[src/rtl/fiv_pkg.sv]
package fiv_pkg;

  // ----------------------------------------------------------------
  // Sizes
  // ----------------------------------------------------------------
  localparam int NSRC  = 28;
  localparam int NTRIG = 6;
  localparam int NLVL  = 8;

  // ----------------------------------------------------------------
  // Register byte addresses
  // ----------------------------------------------------------------
  localparam logic [31:0] OFS_NEST_CTRL = 32'hFFFF0030;
  localparam logic [31:0] OFS_TRIG_SEL  = 32'hFFFF0034;
  localparam logic [31:0] OFS_EDGE_CLR  = 32'hFFFF0038;
  localparam logic [31:0] OFS_FAST_VEC  = 32'hFFFF011C;
  localparam logic [31:0] OFS_FAST_STAT = 32'hFFFF013C;
  localparam logic [31:0] OFS_EVT_STAT  = 32'hFFFF0140;
  localparam logic [31:0] OFS_EVT_MASK  = 32'hFFFF0144;

  // ----------------------------------------------------------------
  // Reset values
  // ----------------------------------------------------------------
  localparam logic [1:0]  RST_NEST_CTRL = 2'h0;
  localparam logic [11:0] RST_TRIG_SEL  = 12'h000;
  localparam logic [7:0]  RST_FAST_STAT = 8'h00;
  localparam logic [2:0]  RST_EVT       = 3'h0;

  // ----------------------------------------------------------------
  // Field positions
  // ----------------------------------------------------------------
  localparam int NEST_NORM_BIT = 0;
  localparam int NEST_FAST_BIT = 1;
  localparam int VEC_SRC_LSB   = 2;
  localparam int VEC_BASE_LSB  = 7;
  localparam int VEC_BASE_W    = 16;
  localparam int EVT_FAST_BIT  = 0;
  localparam int EVT_NORM_BIT  = 1;
  localparam int EVT_PUSH_BIT  = 2;
  // Input order: pin0, pin1, pin2, pin3, logic0, logic1
  localparam int TRIG_LSB [NTRIG] = '{0, 2, 6, 8, 4, 10};
  localparam int CLR_BIT  [NTRIG] = '{13, 16, 18, 19, 17, 20};
  localparam int SRC_IDX  [NTRIG] = '{13, 16, 18, 19, 17, 20};

  // ----------------------------------------------------------------
  // Encodings
  // ----------------------------------------------------------------
  localparam logic [1:0] TRIG_HIGH   = 2'h0;
  localparam logic [1:0] TRIG_LOW    = 2'h1;
  localparam logic [1:0] TRIG_RISE   = 2'h2;
  localparam logic [1:0] TRIG_FALL   = 2'h3;
  localparam logic [1:0] RESP_OKAY   = 2'h0;
  localparam logic [1:0] RESP_SLVERR = 2'h2;

  // Index of the lowest set bit, NLVL when none is set
  function automatic logic [3:0] lowest_set8(input logic [7:0] v);
    logic [3:0] r;
    r = 4'(NLVL);
    for (int i = NLVL - 1; i >= 0; i--) begin
      if (v[i]) begin
        r = 4'(i);
      end
    end
    return r;
  endfunction

endpackage

[src/rtl/fiv_trig_cond.sv]
`timescale 1ns/1ps
`default_nettype none

module fiv_trig_cond (
  // Clock and reset
  input  wire logic       sys_clk,
  input  wire logic       reset,
  // Source and control
  input  wire logic       src_async,
  input  wire logic [1:0] mode,
  input  wire logic       edge_clr,
  // Conditioned request
  output var  logic       pending
);
  import fiv_pkg::*;

  typedef struct packed {
    logic sync1;
    logic sync2;
    logic prev;
    logic latch;
    logic pend;
  } fiv_cond_state_t;

  fiv_cond_state_t s_r;
  fiv_cond_state_t s_nxt;
  logic            hit;

  // Sync, detect the chosen edge, hold it until cleared
  always_comb begin
    s_nxt       = s_r;
    s_nxt.sync1 = src_async;
    s_nxt.sync2 = s_r.sync1;
    s_nxt.prev  = s_r.sync2;
    hit = (mode == TRIG_RISE) ? (s_r.sync2 & ~s_r.prev)
                              : (s_r.sync2 == 1'b0 && s_r.prev);
    if (mode == TRIG_HIGH || mode == TRIG_LOW) begin
      s_nxt.latch = 1'b0;
      s_nxt.pend  = s_r.sync2 ^ mode[0];
    end else begin
      // New edge wins over a clear in the same cycle
      s_nxt.latch = hit | (s_r.latch & ~edge_clr);
      s_nxt.pend  = s_nxt.latch;
    end
  end

  always_ff @(posedge sys_clk or posedge reset) begin
    if (reset) begin
      s_r <= '0;
    end else begin
      s_r <= s_nxt;
    end
  end

  assign pending = s_r.pend;

endmodule

`default_nettype wire

[src/rtl/fiv_prio_pick.sv]
`timescale 1ns/1ps
`default_nettype none

module fiv_prio_pick (
  // Requests
  input  wire logic [27:0] req,
  input  wire logic [83:0] prio,
  // Nesting
  input  wire logic        nest_en,
  input  wire logic [7:0]  stat,
  // Winner
  output logic             any,
  output logic [4:0]       src,
  output logic [2:0]       lvl
);
  import fiv_pkg::*;

  logic [3:0] thr;
  logic [2:0] p;

  // With nesting on the lowest priority value wins; ties, and every pick with nesting off, go to the lower source number
  always_comb begin
    thr = lowest_set8(stat);
    any = 1'b0;
    src = 5'h00;
    lvl = 3'h0;
    p   = 3'h0;
    for (int i = 0; i < NSRC; i++) begin
      p = prio[3*i +: 3];
      // Levels at or below the serviced one stay blocked
      if (req[i] && (!nest_en || {1'b0, p} < thr)) begin
        if (!any || (nest_en && p < lvl)) begin
          any = 1'b1;
          src = 5'(i);
          lvl = p;
        end
      end
    end
  end

endmodule

`default_nettype wire

[src/rtl/fiv_fast_irq_ctrl.sv]
// Our own choice: the AXI4-Lite slave port.
`timescale 1ns/1ps
`default_nettype none

// Function
// - The vector word reads zero in 31:23, the base in 22:7, the winning source in 6:2, zero in 1:0.
// - A vector read with nesting on sets the nesting status bit of the serviced priority level.
// - A set nesting status bit blocks fast sources of that priority and lower.
// - Each write to the nesting status clears only its lowest-indexed set bit.
// - Four pins and two logic-array lines each select level or edge triggering.
// - Trigger code 11 is falling edge, 10 rising edge, 01 low level and 00 high level.
// - Trigger fields sit at 1:0, 3:2, 5:4, 7:6, 9:8 and 11:10, upper bits reserved.
// - Clear bits sit at 13, 16, 17, 18, 19 and 20 and drop the latched edge.
// - Nesting control bit 1 turns fast nesting and priorities on, off when zero.
// - With nesting off, fast and normal requests still go out, fast ahead of normal.
module fiv_fast_irq_ctrl (
  // Clock and reset
  input  wire logic        sys_clk,
  input  wire logic        reset,
  // AXI4-Lite write address
  input  wire logic [31:0] s_axi_awaddr,
  input  wire logic [2:0]  s_axi_awprot,
  input  wire logic        s_axi_awvalid,
  output logic             s_axi_awready,
  // AXI4-Lite write data
  input  wire logic [31:0] s_axi_wdata,
  input  wire logic [3:0]  s_axi_wstrb,
  input  wire logic        s_axi_wvalid,
  output logic             s_axi_wready,
  // AXI4-Lite write response
  output logic [1:0]       s_axi_bresp,
  output logic             s_axi_bvalid,
  input  wire logic        s_axi_bready,
  // AXI4-Lite read address
  input  wire logic [31:0] s_axi_araddr,
  input  wire logic [2:0]  s_axi_arprot,
  input  wire logic        s_axi_arvalid,
  output logic             s_axi_arready,
  // AXI4-Lite read data
  output logic [31:0]      s_axi_rdata,
  output logic [1:0]       s_axi_rresp,
  output logic             s_axi_rvalid,
  input  wire logic        s_axi_rready,
  // Trigger inputs, asynchronous
  input  wire logic [3:0]  ext_pin,
  input  wire logic [1:0]  logic_irq,
  // Rest of the controller, same clock
  input  wire logic [27:0] src_raw,
  input  wire logic [27:0] fast_source_enable,
  input  wire logic [27:0] normal_source_enable,
  input  wire logic [83:0] src_prio,
  input  wire logic [fiv_pkg::VEC_BASE_W-1:0] vector_base,
  // Requests to the core
  output logic             fiq_req,
  output logic             irq_req,
  output logic [4:0]       fiq_src,
  // Event interrupt
  output logic             evt_irq
);
  import fiv_pkg::*;

  // ----------------------------------------------------------------
  // State
  // ----------------------------------------------------------------
  typedef struct packed {
    logic             awready;
    logic             wready;
    logic             bvalid;
    logic             arready;
    logic             rvalid;
    logic             aw_have;
    logic             w_have;
    logic [31:0]      aw_addr;
    logic [31:0]      w_data;
    logic [3:0]       w_strb;
    logic [1:0]       bresp;
    logic [1:0]       rresp;
    logic [31:0]      rdata;
    logic [1:0]       nest_ctrl;
    logic [11:0]      trig_sel;
    logic [7:0]       fast_stat;
    logic [2:0]       evt_stat;
    logic [2:0]       evt_mask;
    logic [NTRIG-1:0] edge_clr;
    logic             fiq_req;
    logic             irq_req;
    logic [4:0]       fiq_src;
    logic [2:0]       fiq_lvl;
    logic             evt_irq;
  } fiv_top_state_t;

  localparam fiv_top_state_t RST_STATE = '{
    nest_ctrl: RST_NEST_CTRL,
    trig_sel:  RST_TRIG_SEL,
    fast_stat: RST_FAST_STAT,
    evt_stat:  RST_EVT,
    evt_mask:  RST_EVT,
    default:   '0
  };

  fiv_top_state_t   s_r;
  fiv_top_state_t   s_nxt;

  logic [NTRIG-1:0] trig_in;
  logic [NTRIG-1:0] trig_pend;
  logic [27:0]      pend_all;
  logic             f_any;
  logic [4:0]       f_src;
  logic [2:0]       f_lvl;
  logic             do_wr;
  logic             pop;
  logic             push;
  logic [31:0]      vec_word;
  logic [2:0]       evt_set;

  // Byte-lane merge of a write into a stored register
  function automatic logic [31:0] merge(input logic [31:0] old_v,
                                        input logic [31:0] new_v,
                                        input logic [3:0]  strb);
    logic [31:0] m;
    m = {{8{strb[3]}}, {8{strb[2]}}, {8{strb[1]}}, {8{strb[0]}}};
    return (old_v & ~m) | (new_v & m);
  endfunction

  // ----------------------------------------------------------------
  // Trigger conditioning
  // ----------------------------------------------------------------
  assign trig_in = {logic_irq, ext_pin};

  // One conditioner per pin or logic-array line
  for (genvar k = 0; k < NTRIG; k++) begin : g_cond
    fiv_trig_cond u_cond (
      .sys_clk   (sys_clk),
      .reset     (reset),
      .src_async (trig_in[k]),
      .mode      (s_r.trig_sel[TRIG_LSB[k] +: 2]),
      .edge_clr  (s_r.edge_clr[k]),
      .pending   (trig_pend[k])
    );
  end

  // Six conditioned lines take the place of their raw slots
  always_comb begin
    pend_all = src_raw;
    for (int k = 0; k < NTRIG; k++) begin
      pend_all[SRC_IDX[k]] = trig_pend[k];
    end
  end

  // ----------------------------------------------------------------
  // Fast arbitration
  // ----------------------------------------------------------------
  // Only enabled sources compete; enables come from outside
  fiv_prio_pick u_pick (
    .req     (pend_all & fast_source_enable),
    .prio    (src_prio),
    .nest_en (s_r.nest_ctrl[NEST_FAST_BIT]),
    .stat    (s_r.fast_stat),
    .any     (f_any),
    .src     (f_src),
    .lvl     (f_lvl)
  );

  // Vector word built from the registered winner
  assign vec_word = {9'h000, vector_base, s_r.fiq_src, 2'h0};

  // ----------------------------------------------------------------
  // Next state
  // ----------------------------------------------------------------
  always_comb begin
    s_nxt          = s_r;
    s_nxt.edge_clr = '0;
    pop            = 1'b0;
    push           = 1'b0;

    // Address and data are taken in either order
    if (s_axi_awvalid && s_r.awready) begin
      s_nxt.aw_have = 1'b1;
      s_nxt.aw_addr = s_axi_awaddr;
    end
    if (s_axi_wvalid && s_r.wready) begin
      s_nxt.w_have = 1'b1;
      s_nxt.w_data = s_axi_wdata;
      s_nxt.w_strb = s_axi_wstrb;
    end
    if (s_r.bvalid && s_axi_bready) begin
      s_nxt.bvalid = 1'b0;
    end

    // Write takes effect once both halves are held
    do_wr = s_r.aw_have && s_r.w_have && !s_r.bvalid;
    if (do_wr) begin
      s_nxt.aw_have = 1'b0;
      s_nxt.w_have  = 1'b0;
      s_nxt.bvalid  = 1'b1;
      s_nxt.bresp   = RESP_OKAY;
      case (s_r.aw_addr)
        OFS_NEST_CTRL: begin
          s_nxt.nest_ctrl = 2'(merge(32'(s_r.nest_ctrl), s_r.w_data, s_r.w_strb));
        end
        OFS_TRIG_SEL: begin
          s_nxt.trig_sel = 12'(merge(32'(s_r.trig_sel), s_r.w_data, s_r.w_strb));
        end
        OFS_EDGE_CLR: begin
          for (int k = 0; k < NTRIG; k++) begin
            s_nxt.edge_clr[k] = s_r.w_data[CLR_BIT[k]] & s_r.w_strb[CLR_BIT[k] / 8];
          end
        end
        OFS_FAST_STAT: begin
          pop = 1'b1;
        end
        OFS_EVT_STAT: begin
          s_nxt.evt_stat = s_r.evt_stat & ~s_r.w_data[2:0];
        end
        OFS_EVT_MASK: begin
          s_nxt.evt_mask = 3'(merge(32'(s_r.evt_mask), s_r.w_data, s_r.w_strb));
        end
        OFS_FAST_VEC: begin
          // Read-only: write is acknowledged and dropped
        end
        default: begin
          s_nxt.bresp = RESP_SLVERR;
        end
      endcase
    end

    // Read returns one cycle after the address is taken
    if (s_r.rvalid && s_axi_rready) begin
      s_nxt.rvalid = 1'b0;
    end
    if (s_axi_arvalid && s_r.arready) begin
      s_nxt.rvalid = 1'b1;
      s_nxt.rresp  = RESP_OKAY;
      s_nxt.rdata  = 32'h00000000;
      case (s_axi_araddr)
        OFS_NEST_CTRL: s_nxt.rdata = 32'(s_r.nest_ctrl);
        OFS_TRIG_SEL:  s_nxt.rdata = 32'(s_r.trig_sel);
        OFS_EDGE_CLR:  s_nxt.rdata = 32'h00000000;
        OFS_FAST_STAT: s_nxt.rdata = 32'(s_r.fast_stat);
        OFS_EVT_STAT:  s_nxt.rdata = 32'(s_r.evt_stat);
        OFS_EVT_MASK:  s_nxt.rdata = 32'(s_r.evt_mask);
        OFS_FAST_VEC: begin
          s_nxt.rdata = vec_word;
          // Reading the vector marks the level as in service
          push = s_r.nest_ctrl[NEST_FAST_BIT] && s_r.fiq_req;
        end
        default: s_nxt.rresp = RESP_SLVERR;
      endcase
    end

    // Drop the lowest set level, then a new level may set (set wins)
    if (pop && lowest_set8(s_r.fast_stat) < 4'(NLVL)) begin
      s_nxt.fast_stat[3'(lowest_set8(s_r.fast_stat))] = 1'b0;
    end
    if (push) begin
      s_nxt.fast_stat[s_r.fiq_lvl] = 1'b1;
    end
    // Nesting switched off leaves no level in service
    if (!s_nxt.nest_ctrl[NEST_FAST_BIT]) begin
      s_nxt.fast_stat = RST_FAST_STAT;
    end

    // One write and one read in flight at a time
    s_nxt.awready = !s_nxt.aw_have && !s_nxt.bvalid;
    s_nxt.wready  = !s_nxt.w_have && !s_nxt.bvalid;
    s_nxt.arready = !s_nxt.rvalid;

    // Fast request masks the normal one
    s_nxt.fiq_req = f_any;
    s_nxt.irq_req = |(pend_all & normal_source_enable) && !f_any;
    s_nxt.fiq_src = f_src;
    s_nxt.fiq_lvl = f_lvl;

    // Sticky events; a new event wins over a clear write
    evt_set                = '0;
    evt_set[EVT_FAST_BIT]  = s_nxt.fiq_req && !s_r.fiq_req;
    evt_set[EVT_NORM_BIT]  = s_nxt.irq_req && !s_r.irq_req;
    evt_set[EVT_PUSH_BIT]  = push;
    s_nxt.evt_stat         = s_nxt.evt_stat | evt_set;
    s_nxt.evt_irq          = |(s_nxt.evt_stat & s_nxt.evt_mask);
  end

  // ----------------------------------------------------------------
  // Registers
  // ----------------------------------------------------------------
  always_ff @(posedge sys_clk or posedge reset) begin
    if (reset) begin
      s_r <= RST_STATE;
    end else begin
      s_r <= s_nxt;
    end
  end

  // Every output is a flop of the state
  assign s_axi_awready = s_r.awready;
  assign s_axi_wready  = s_r.wready;
  assign s_axi_bresp   = s_r.bresp;
  assign s_axi_bvalid  = s_r.bvalid;
  assign s_axi_arready = s_r.arready;
  assign s_axi_rdata   = s_r.rdata;
  assign s_axi_rresp   = s_r.rresp;
  assign s_axi_rvalid  = s_r.rvalid;
  assign fiq_req       = s_r.fiq_req;
  assign irq_req       = s_r.irq_req;
  assign fiq_src       = s_r.fiq_src;
  assign evt_irq       = s_r.evt_irq;

endmodule

`default_nettype wire

[config.mk]
export PLATFORM = sky130hd
export DESIGN_NAME = fiv_fast_irq_ctrl
export DESIGN_NICKNAME = d
export VERILOG_FILES = /design/src/rtl/fiv_pkg.sv /design/src/rtl/fiv_trig_cond.sv /design/src/rtl/fiv_prio_pick.sv /design/src/rtl/fiv_fast_irq_ctrl.sv
export SDC_FILE = /design/constraint.sdc
export NUM_CORES = 1
export LEC_CHECK = 0
export BUFFER_PORTS_ARGS = -buffer_cell sky130_fd_sc_hd__buf_2
export CAP_MARGIN = 25
export CORE_MARGIN = 2
export CORE_UTILIZATION = 40
export DETAILED_ROUTE_END_ITERATION = 8
export PLACE_DENSITY_LB_ADDON = 0.3
export SLEW_MARGIN = 20
export SYNTH_ARGS = -nofsm -noshare
export SYNTH_HDL_FRONTEND = slang
export SYNTH_HIERARCHICAL = 1
export SYNTH_SLANG_ARGS = --single-unit
[constraint.sdc]
create_clock -name sys_clk -period 29.9 [get_ports sys_clk]
set_input_delay 4.485 -clock sys_clk [delete_from_list [all_inputs] [get_ports sys_clk]]
set_output_delay 4.485 -clock sys_clk [all_outputs]
set_load 0.05 [all_outputs]
==> flow_metrics.py, run 1 <==
metrics = {
    "status": {
        "outcome": "completed",
    },
    "synth": {
        "synthSimpleGateAreaFrac_pct": 23.50,
        "yosysUniqueCellTypes": 125,
        "syn_area_mm2": 0.01414,
        "synth-xor-area-share_pct": 0,
        "ys_ff_latch": 160,
        "ys.flop_type": "dfrtp_1",
        "synth_edf_count": 0,
        "syn_inst": 1622,
        "synth_compound_area_share_pct": 27.00,
        "synth_mux_area_share_pct": 8.555,
        "yosysWarnings": 6,
        "async_flop_share_pct": 100.0,
        "synth_top_family_by_area": "compound AO/OA/AOI/OAI gates",
        "yosys.area_share.adder_pct": 7.370,
        "syn_avg_cell_area_um2": 8.719,
        "synth-seq-area-share_pct": 28.31,
    },
    "setup_path": {
        "cp.depth": 124,
        "cp_common_cell": "buf_4",
        "crit_family": "compound AO/OA/AOI/OAI gates",
        "max_stage_delay_ns": 0.52,
        "crit_buf_inv": 18,
        "rrSetupSlack_ns": 3.22,
        "crit_slowest_cell": "or4_4",
        "required_ns": 30.21,
        "end_kind": "flip-flop",
        "cp_max_fo": 8,
        "crit_type": "input pin to flip-flop",
        "reg2reg_depth": 125,
        "start_kind": "input pin",
        "reg2reg_to": "s_r[3]",
        "worstPathArrival_ns": 29.53,
        "timing.rr.start": "s_r[24]",
    },
    "die": {
        "start_util_pct": 40.74,
        "rows": 68,
        "die_x_um": 192.0,
        "ios": 352,
        "die_area_mm2": 0.03688,
        "coreArea_mm2": 0.03471,
        "die_height_um": 192.0,
    },
    "global_route": {
        "grt_max_degree": 75,
        "antenna_found_initial": 1,
        "grt_pass1_vias": 14053,
        "grt_pass1_wl_um": 73830,
        "grt-ovfl-total": 0,
        "groute.usage.overall_pct": 25.25,
    },
    "timing": {
        "setup_violations": 0,
        "clock-skew-final_ns": 0.008369,
        "fin_crit_sh_pct": 97.74,
        "fin_crit_ns": 29.22,
        "relSlewSlack_pct": 25.81,
        "fmax_mhz": 34.22,
        "hold_violations": 0,
        "worstMarginPinSlew_ns": 1.103,
        "rsz0062_at_grt": "yes",
        "slew_violations": 0,
        "finalSetupTns_ns": 0,
    },
    "cells_and_area": {
        "layoutNonFillerInstCount": 2545,
        "final_common_cell": "buf_2",
        "fin_nets": 2454,
        "area_growth_pct": 32.43,
        "final_cell_mix": "313 x buf_2, 185 x buf_4, 160 x dfrtp_1, 131 x nand2_1, 116 x nor2_1",
        "drive_above_1_share_pct": 38.72,
    },
    "route": {
        "route.detailed.drc": 0,
        "vias": 14842,
        "drtPass1Iterations": 6,
        "drt_iter0_markers": 1028,
        "vias_per_cell": 5.832,
        "wl_per_cell_um": 19.31,
        "final_antenna_net_count": 0,
        "wl_um": 49150,
    },
    "power": {
        "p_leak_nw": 8.356,
        "share_comb_of_total_power_pct": 37.7,
        "p_total_mw": 0.8382,
        "p_sw_mw": 0.2904,
        "p_seq_share_pct": 35.7,
        "p_int_mw": 0.5478,
        "power_density_mw_per_mm2": 44.76,
        "ir_drop_mv": 0.06723,
        "clkPwrFrac_pct": 26.6,
        "p_sw_share_pct": 34.65,
    },
    "hold_path": {
        "hold_depth": 0,
        "hold_path.startpoint": "g_cond[0].u_cond/s_nxt[3]",
        "min_path_type": "flip-flop to flip-flop",
        "hold_end": "g_cond[0].u_cond/s_nxt[2]",
    },
    "place": {
        "port-buffer-count": 313,
        "place_congestion": 0.9236,
        "dp.cells": 2480,
        "dp_hpwl_um": 37950,
    },
    "cts": {
        "cts_root_buffer": "clkbuf_16",
        "clk_latency_ns": 0.42,
        "ctsHoldBuffers": 0,
        "cts_tree": "yes",
        "clk_path_buf_depth": 2,
        "cts_buffers": 17,
        "clkSlewWorstSetupHoldPaths_ns": 0.06,
        "cts_sinks": 160,
        "h-tree-depth": 4,
    },
    "run": {
        "cap_violations": 0,
    },
}
-- final cells by class --
cell class                      instances  area (um^2)
Fill cell                            3245        15990
Inverter                               68        257.7
Timing Repair Buffer                  501         3005
Tap cell                              455        569.3
Clock inverter                         11        165.2
Multi-Input combinational cell       1327        10280
Clock buffer                           20        436.7
Sequential cell                       160         4004
Antenna cell                            3        7.507
-- how the worst max path moves through the flow --
stage                     start     end  slack (ns)
global placement    src_prio[0]  s_r[3]       -0.25
detailed placement  src_prio[0]  s_r[3]       -0.60
floorplan           src_prio[0]  s_r[2]        0.62
global route        src_prio[0]  s_r[3]       -0.35
finish              src_prio[0]  s_r[3]        0.68
CTS                 src_prio[0]  s_r[3]        0.02
-- Yosys cell counts (all sizes together), types with 25 or more instances --
library cell    n  share of area, %
a211oi         25               1.5
a21oi         102               3.8
and2           50               2.2
buf            60               3.0
dfrtp         160                28
ha             76               6.7
inv            68               1.8
mux2           87               6.9
nand2         139               3.7
nand2b         49               2.2
nand3          60               2.1
nor2          120               3.2
nor3           36               1.4
o21a           26               1.4
o21ai          95               3.4
-- per-stage QoR --
stage                     hold slack, ns  setup WS, ns  instance area, um^2  utilization (%)
after floorplan                   0.3312        0.6208                14180                -
after global placement            0.3330       -0.2531                17030            49.06
after detailed placement          0.3347       -0.6037                17030            49.06
after CTS                         0.3501       0.02348                17640            50.83
after global routing              0.3620       -0.3474                18720            53.93
final                             0.3483        0.6760                18730            53.95
-- registers in the layout (all words and copies together) (netlist names), 5 cells and up, named ones only --
register               flops
s_r                       79
s_axi_rdata               23
g_cond.u_cond/s_nxt       12
g_cond.u_cond/s_r         12
g_cond.u_cond/pending      6
fiq_src                    5
-- routing by layer --
metal,track usage (%),wire length [um],vias up
met1,32.63,21010,7149
met4,5.725,904,2
met2,44.11,23790,571
met5,0,9,-
li1,-,-,7052
met3,4.129,3432,68
-- kinds of logic (layout without fill, tap and decap cells) --
kind of cell	count (synthesis)	after routing
DFF	160	160
other	1	14
AOI/OAI and AO/OA	509	509
and+or+nand+nor	612	612
buffers and inverters	145	600
adders and majority gates	85	85
muxes	110	110
-- power groups by stage --
stage	Combinational (mW)	Clock, mW	Sequential (mW)
2_1_floorplan	0.193	0	0.297
4_1_cts	0.287	0.228	0.299
3_5_place_dp	0.286	0	0.302
3_3_place_gp	0.279	0	0.300
5_1_grt	0.343	0.238	0.306
6_report	0.316	0.223	0.299
-- timing repair --
action	in CTS	in global routing
gates cloned	0	0
resized for setup	3	155
setup buffers	0	29
endpoints found under the setup margin	8	8
pin swaps	0	77
Note: power is estimated with default switching activity, not from simulation.
==> inputs of run 2 (changes only) <==
--- a/config.mk
+++ b/config.mk
@@ -9,7 +9,9 @@
 export CAP_MARGIN = 25
 export CORE_MARGIN = 2
 export CORE_UTILIZATION = 40
+export CTS_CLUSTER_DIAMETER = 50
 export DETAILED_ROUTE_END_ITERATION = 8
+export MAX_ROUTING_LAYER = met4
 export PLACE_DENSITY_LB_ADDON = 0.3
 export SLEW_MARGIN = 20
 export SYNTH_ARGS = -nofsm -noshare
==> constraint.sdc (replaced) <==
create_clock -name sys_clk -period 34.1 [get_ports sys_clk]
set_input_delay 5.115 -clock sys_clk [delete_from_list [all_inputs] [get_ports sys_clk]]
set_output_delay 5.115 -clock sys_clk [all_outputs]
set_load 0.05 [all_outputs]
==> flow_metrics.py, run 2 (synthesis results as in run 1) <==
metrics = {
    "place": {
        "dp_hpwl_um": 36320,
        "port-buffer-count": 313,
        "place_congestion": 0.9022,
        "pre_cts_slack_ns": 0.3323,
    },
    "power": {
        "share_comb_of_total_power_pct": 34.5,
        "power_density_mw_per_mm2": 40.59,
        "p_int_mw": 0.4374,
        "p_seq_share_pct": 38.9,
        "p_leak_nw": 7.363,
        "ir_drop_mv": 0.06104,
        "p_sw_share_pct": 35.24,
        "p_sw_mw": 0.2380,
        "clkPwrFrac_pct": 26.6,
    },
    "route": {
        "vias_per_cell": 5.887,
        "route.detailed.drc": 0,
        "final_antenna_net_count": 0,
        "drt_iter0_markers": 894,
        "wl_per_cell_um": 19.51,
        "vias": 13946,
        "drtPass1Iterations": 8,
        "wl_um": 46230,
    },
    "setup_path": {
        "reg2reg_depth": 111,
        "start_kind": "input pin",
        "crit_slowest_cell": "a2111oi_1",
        "cp_max_fo": 11,
        "worstPathArrival_ns": 32.75,
        "cp_common_cell": "ha_1",
        "end_kind": "flip-flop",
        "reg2reg_to": "s_r[3]",
        "max_stage_delay_ns": 0.66,
        "rrSetupSlack_ns": 4.98,
        "crit_type": "input pin to flip-flop",
        "timing.rr.start": "s_r[24]",
        "required_ns": 34.41,
    },
    "cts": {
        "clk_latency_ns": 0.42,
        "cts_root_buffer": "clkbuf_16",
        "cts_sinks": 160,
        "clk_path_buf_depth": 2,
        "cts_tree": "yes",
        "clkSlewWorstSetupHoldPaths_ns": 0.06,
        "h-tree-depth": 4,
        "cts_buffers": 17,
    },
    "die": {
        "die_area_mm2": 0.03688,
        "ios": 352,
        "start_util_pct": 40.74,
        "die_height_um": 192.0,
        "rows": 68,
        "die_x_um": 192.0,
        "coreArea_mm2": 0.03471,
    },
    "cells_and_area": {
        "fin_nets": 2279,
        "area_growth_pct": 17.65,
        "final_cell_mix": "313 x buf_2, 160 x dfrtp_1, 138 x nand2_1, 119 x nor2_1, 93 x a21oi_1",
        "drive_above_1_share_pct": 27.84,
        "largest_reg_flops": 79,
        "final_common_cell": "buf_2",
        "regMostFlops": "s_r",
    },
    "timing": {
        "fin_crit_sh_pct": 95.13,
        "worstMarginPinSlew_ns": 0.9621,
        "fin_crit_ns": 32.44,
        "slew_violations": 0,
        "setup_ws_ns": 1.661,
        "fmax_mhz": 30.83,
        "finalSetupTns_ns": 0,
        "setup_violations": 0,
        "clock-skew-final_ns": 0.006051,
        "timing.hold.ws_ns": 0.3471,
        "relSlewSlack_pct": 35.31,
        "hold_violations": 0,
    },
    "global_route": {
        "groute.usage.overall_pct": 24.98,
        "antenna_found_initial": 2,
        "grt_pass1_wl_um": 70280,
        "grt_max_degree": 79,
        "grt-ovfl-total": 0,
        "grt_pass1_vias": 13350,
    },
    "run": {
        "cap_violations": 0,
    },
    "hold_path": {
        "hold_path.startpoint": "g_cond[3].u_cond/s_nxt[3]",
        "min_path_type": "flip-flop to flip-flop",
        "hold_end": "g_cond[3].u_cond/s_nxt[2]",
        "hold_depth": 0,
    },
    "status": {
        "outcome": "completed",
    },
}
==> run 2: cell count changes in the layout (fill, tap and decap cells not counted), sizes merged <==
cell / change
buf: -175
bufinv: -3
clkbuf: +5
clkinv: -4
clkinvlp: +1
==> run 2: layer usage <==
layer  track usage (%)  up-vias  routed length, um
met5                 -        -                  0
met4             9.513        0               1544
met3             5.079       76               3579
met2             39.85      563              21200
met1             31.19     6610              19900
li1                  -     6697                  -
==> run 2: worst max-delay path, delay by kind of cell <==
family	cells	cell delay, ns
AOI/OAI and AO/OA	65	17.90
adders and majority gates	10	2.67
buffers and inverters	5	0.52
and+or+nand+nor	23	4.75
muxes	6	1.73
==> run 2: how the worst max path moves through the flow <==
stage	start	end	slack (ns)	cells past startpoint
3_3_place_gp	src_prio[0]	s_r[3]	0.74	108
6_report	src_prio[0]	s_r[3]	1.66	109
2_1_floorplan	src_prio[0]	s_r[2]	4.19	109
3_5_place_dp	src_prio[0]	s_r[2]	0.33	108
4_1_cts	src_prio[0]	s_r[2]	0.69	108
5_1_grt	src_prio[0]	s_r[3]	-0.06	109
==> run 2: power by group through the flow <==
stage | sequential (mW) | combinational (mW) | clock, mW
after floorplan | 0.261 | 0.169 | 0
after global placement | 0.263 | 0.224 | 0
after detailed placement | 0.266 | 0.228 | 0
after CTS | 0.263 | 0.230 | 0.184
after global routing | 0.269 | 0.255 | 0.191
final | 0.263 | 0.233 | 0.179
==> run 2: per-stage QoR <==
step	instances	total power, mW	utilization, %	cell area, um^2
floorplan	1632	0.4301	-	14180
detailed placement	2333	0.4941	45.88	15930
global placement	2332	0.4874	45.86	15920
finish	2369	0.6754	47.93	16640
CTS	2363	0.6764	47.46	16480
global route	2367	0.7144	47.92	16630
==> run 2: layout make-up <==
| class | instances | area, um^2 |
|---|---|---|
| multi-input cells | 1327 | 9565 |
| diodes | 3 | 7.507 |
| flip-flops and latches | 160 | 4004 |
| repair buffers | 326 | 1684 |
| fillers | 3425 | 18070 |
| clock inverters | 5 | 55.05 |
| inverters | 68 | 257.7 |
| well taps | 455 | 569.3 |
| clock buffers | 25 | 495.5 |
==> run 2: repair_timing <==
| action | CTS | global route |
|---|---|---|
| hold buffers | 0 | 0 |
| resized for setup | 0 | 23 |
| buffers inserted | 0 | 2 |
| endpoints found under the setup margin | 0 | 8 |
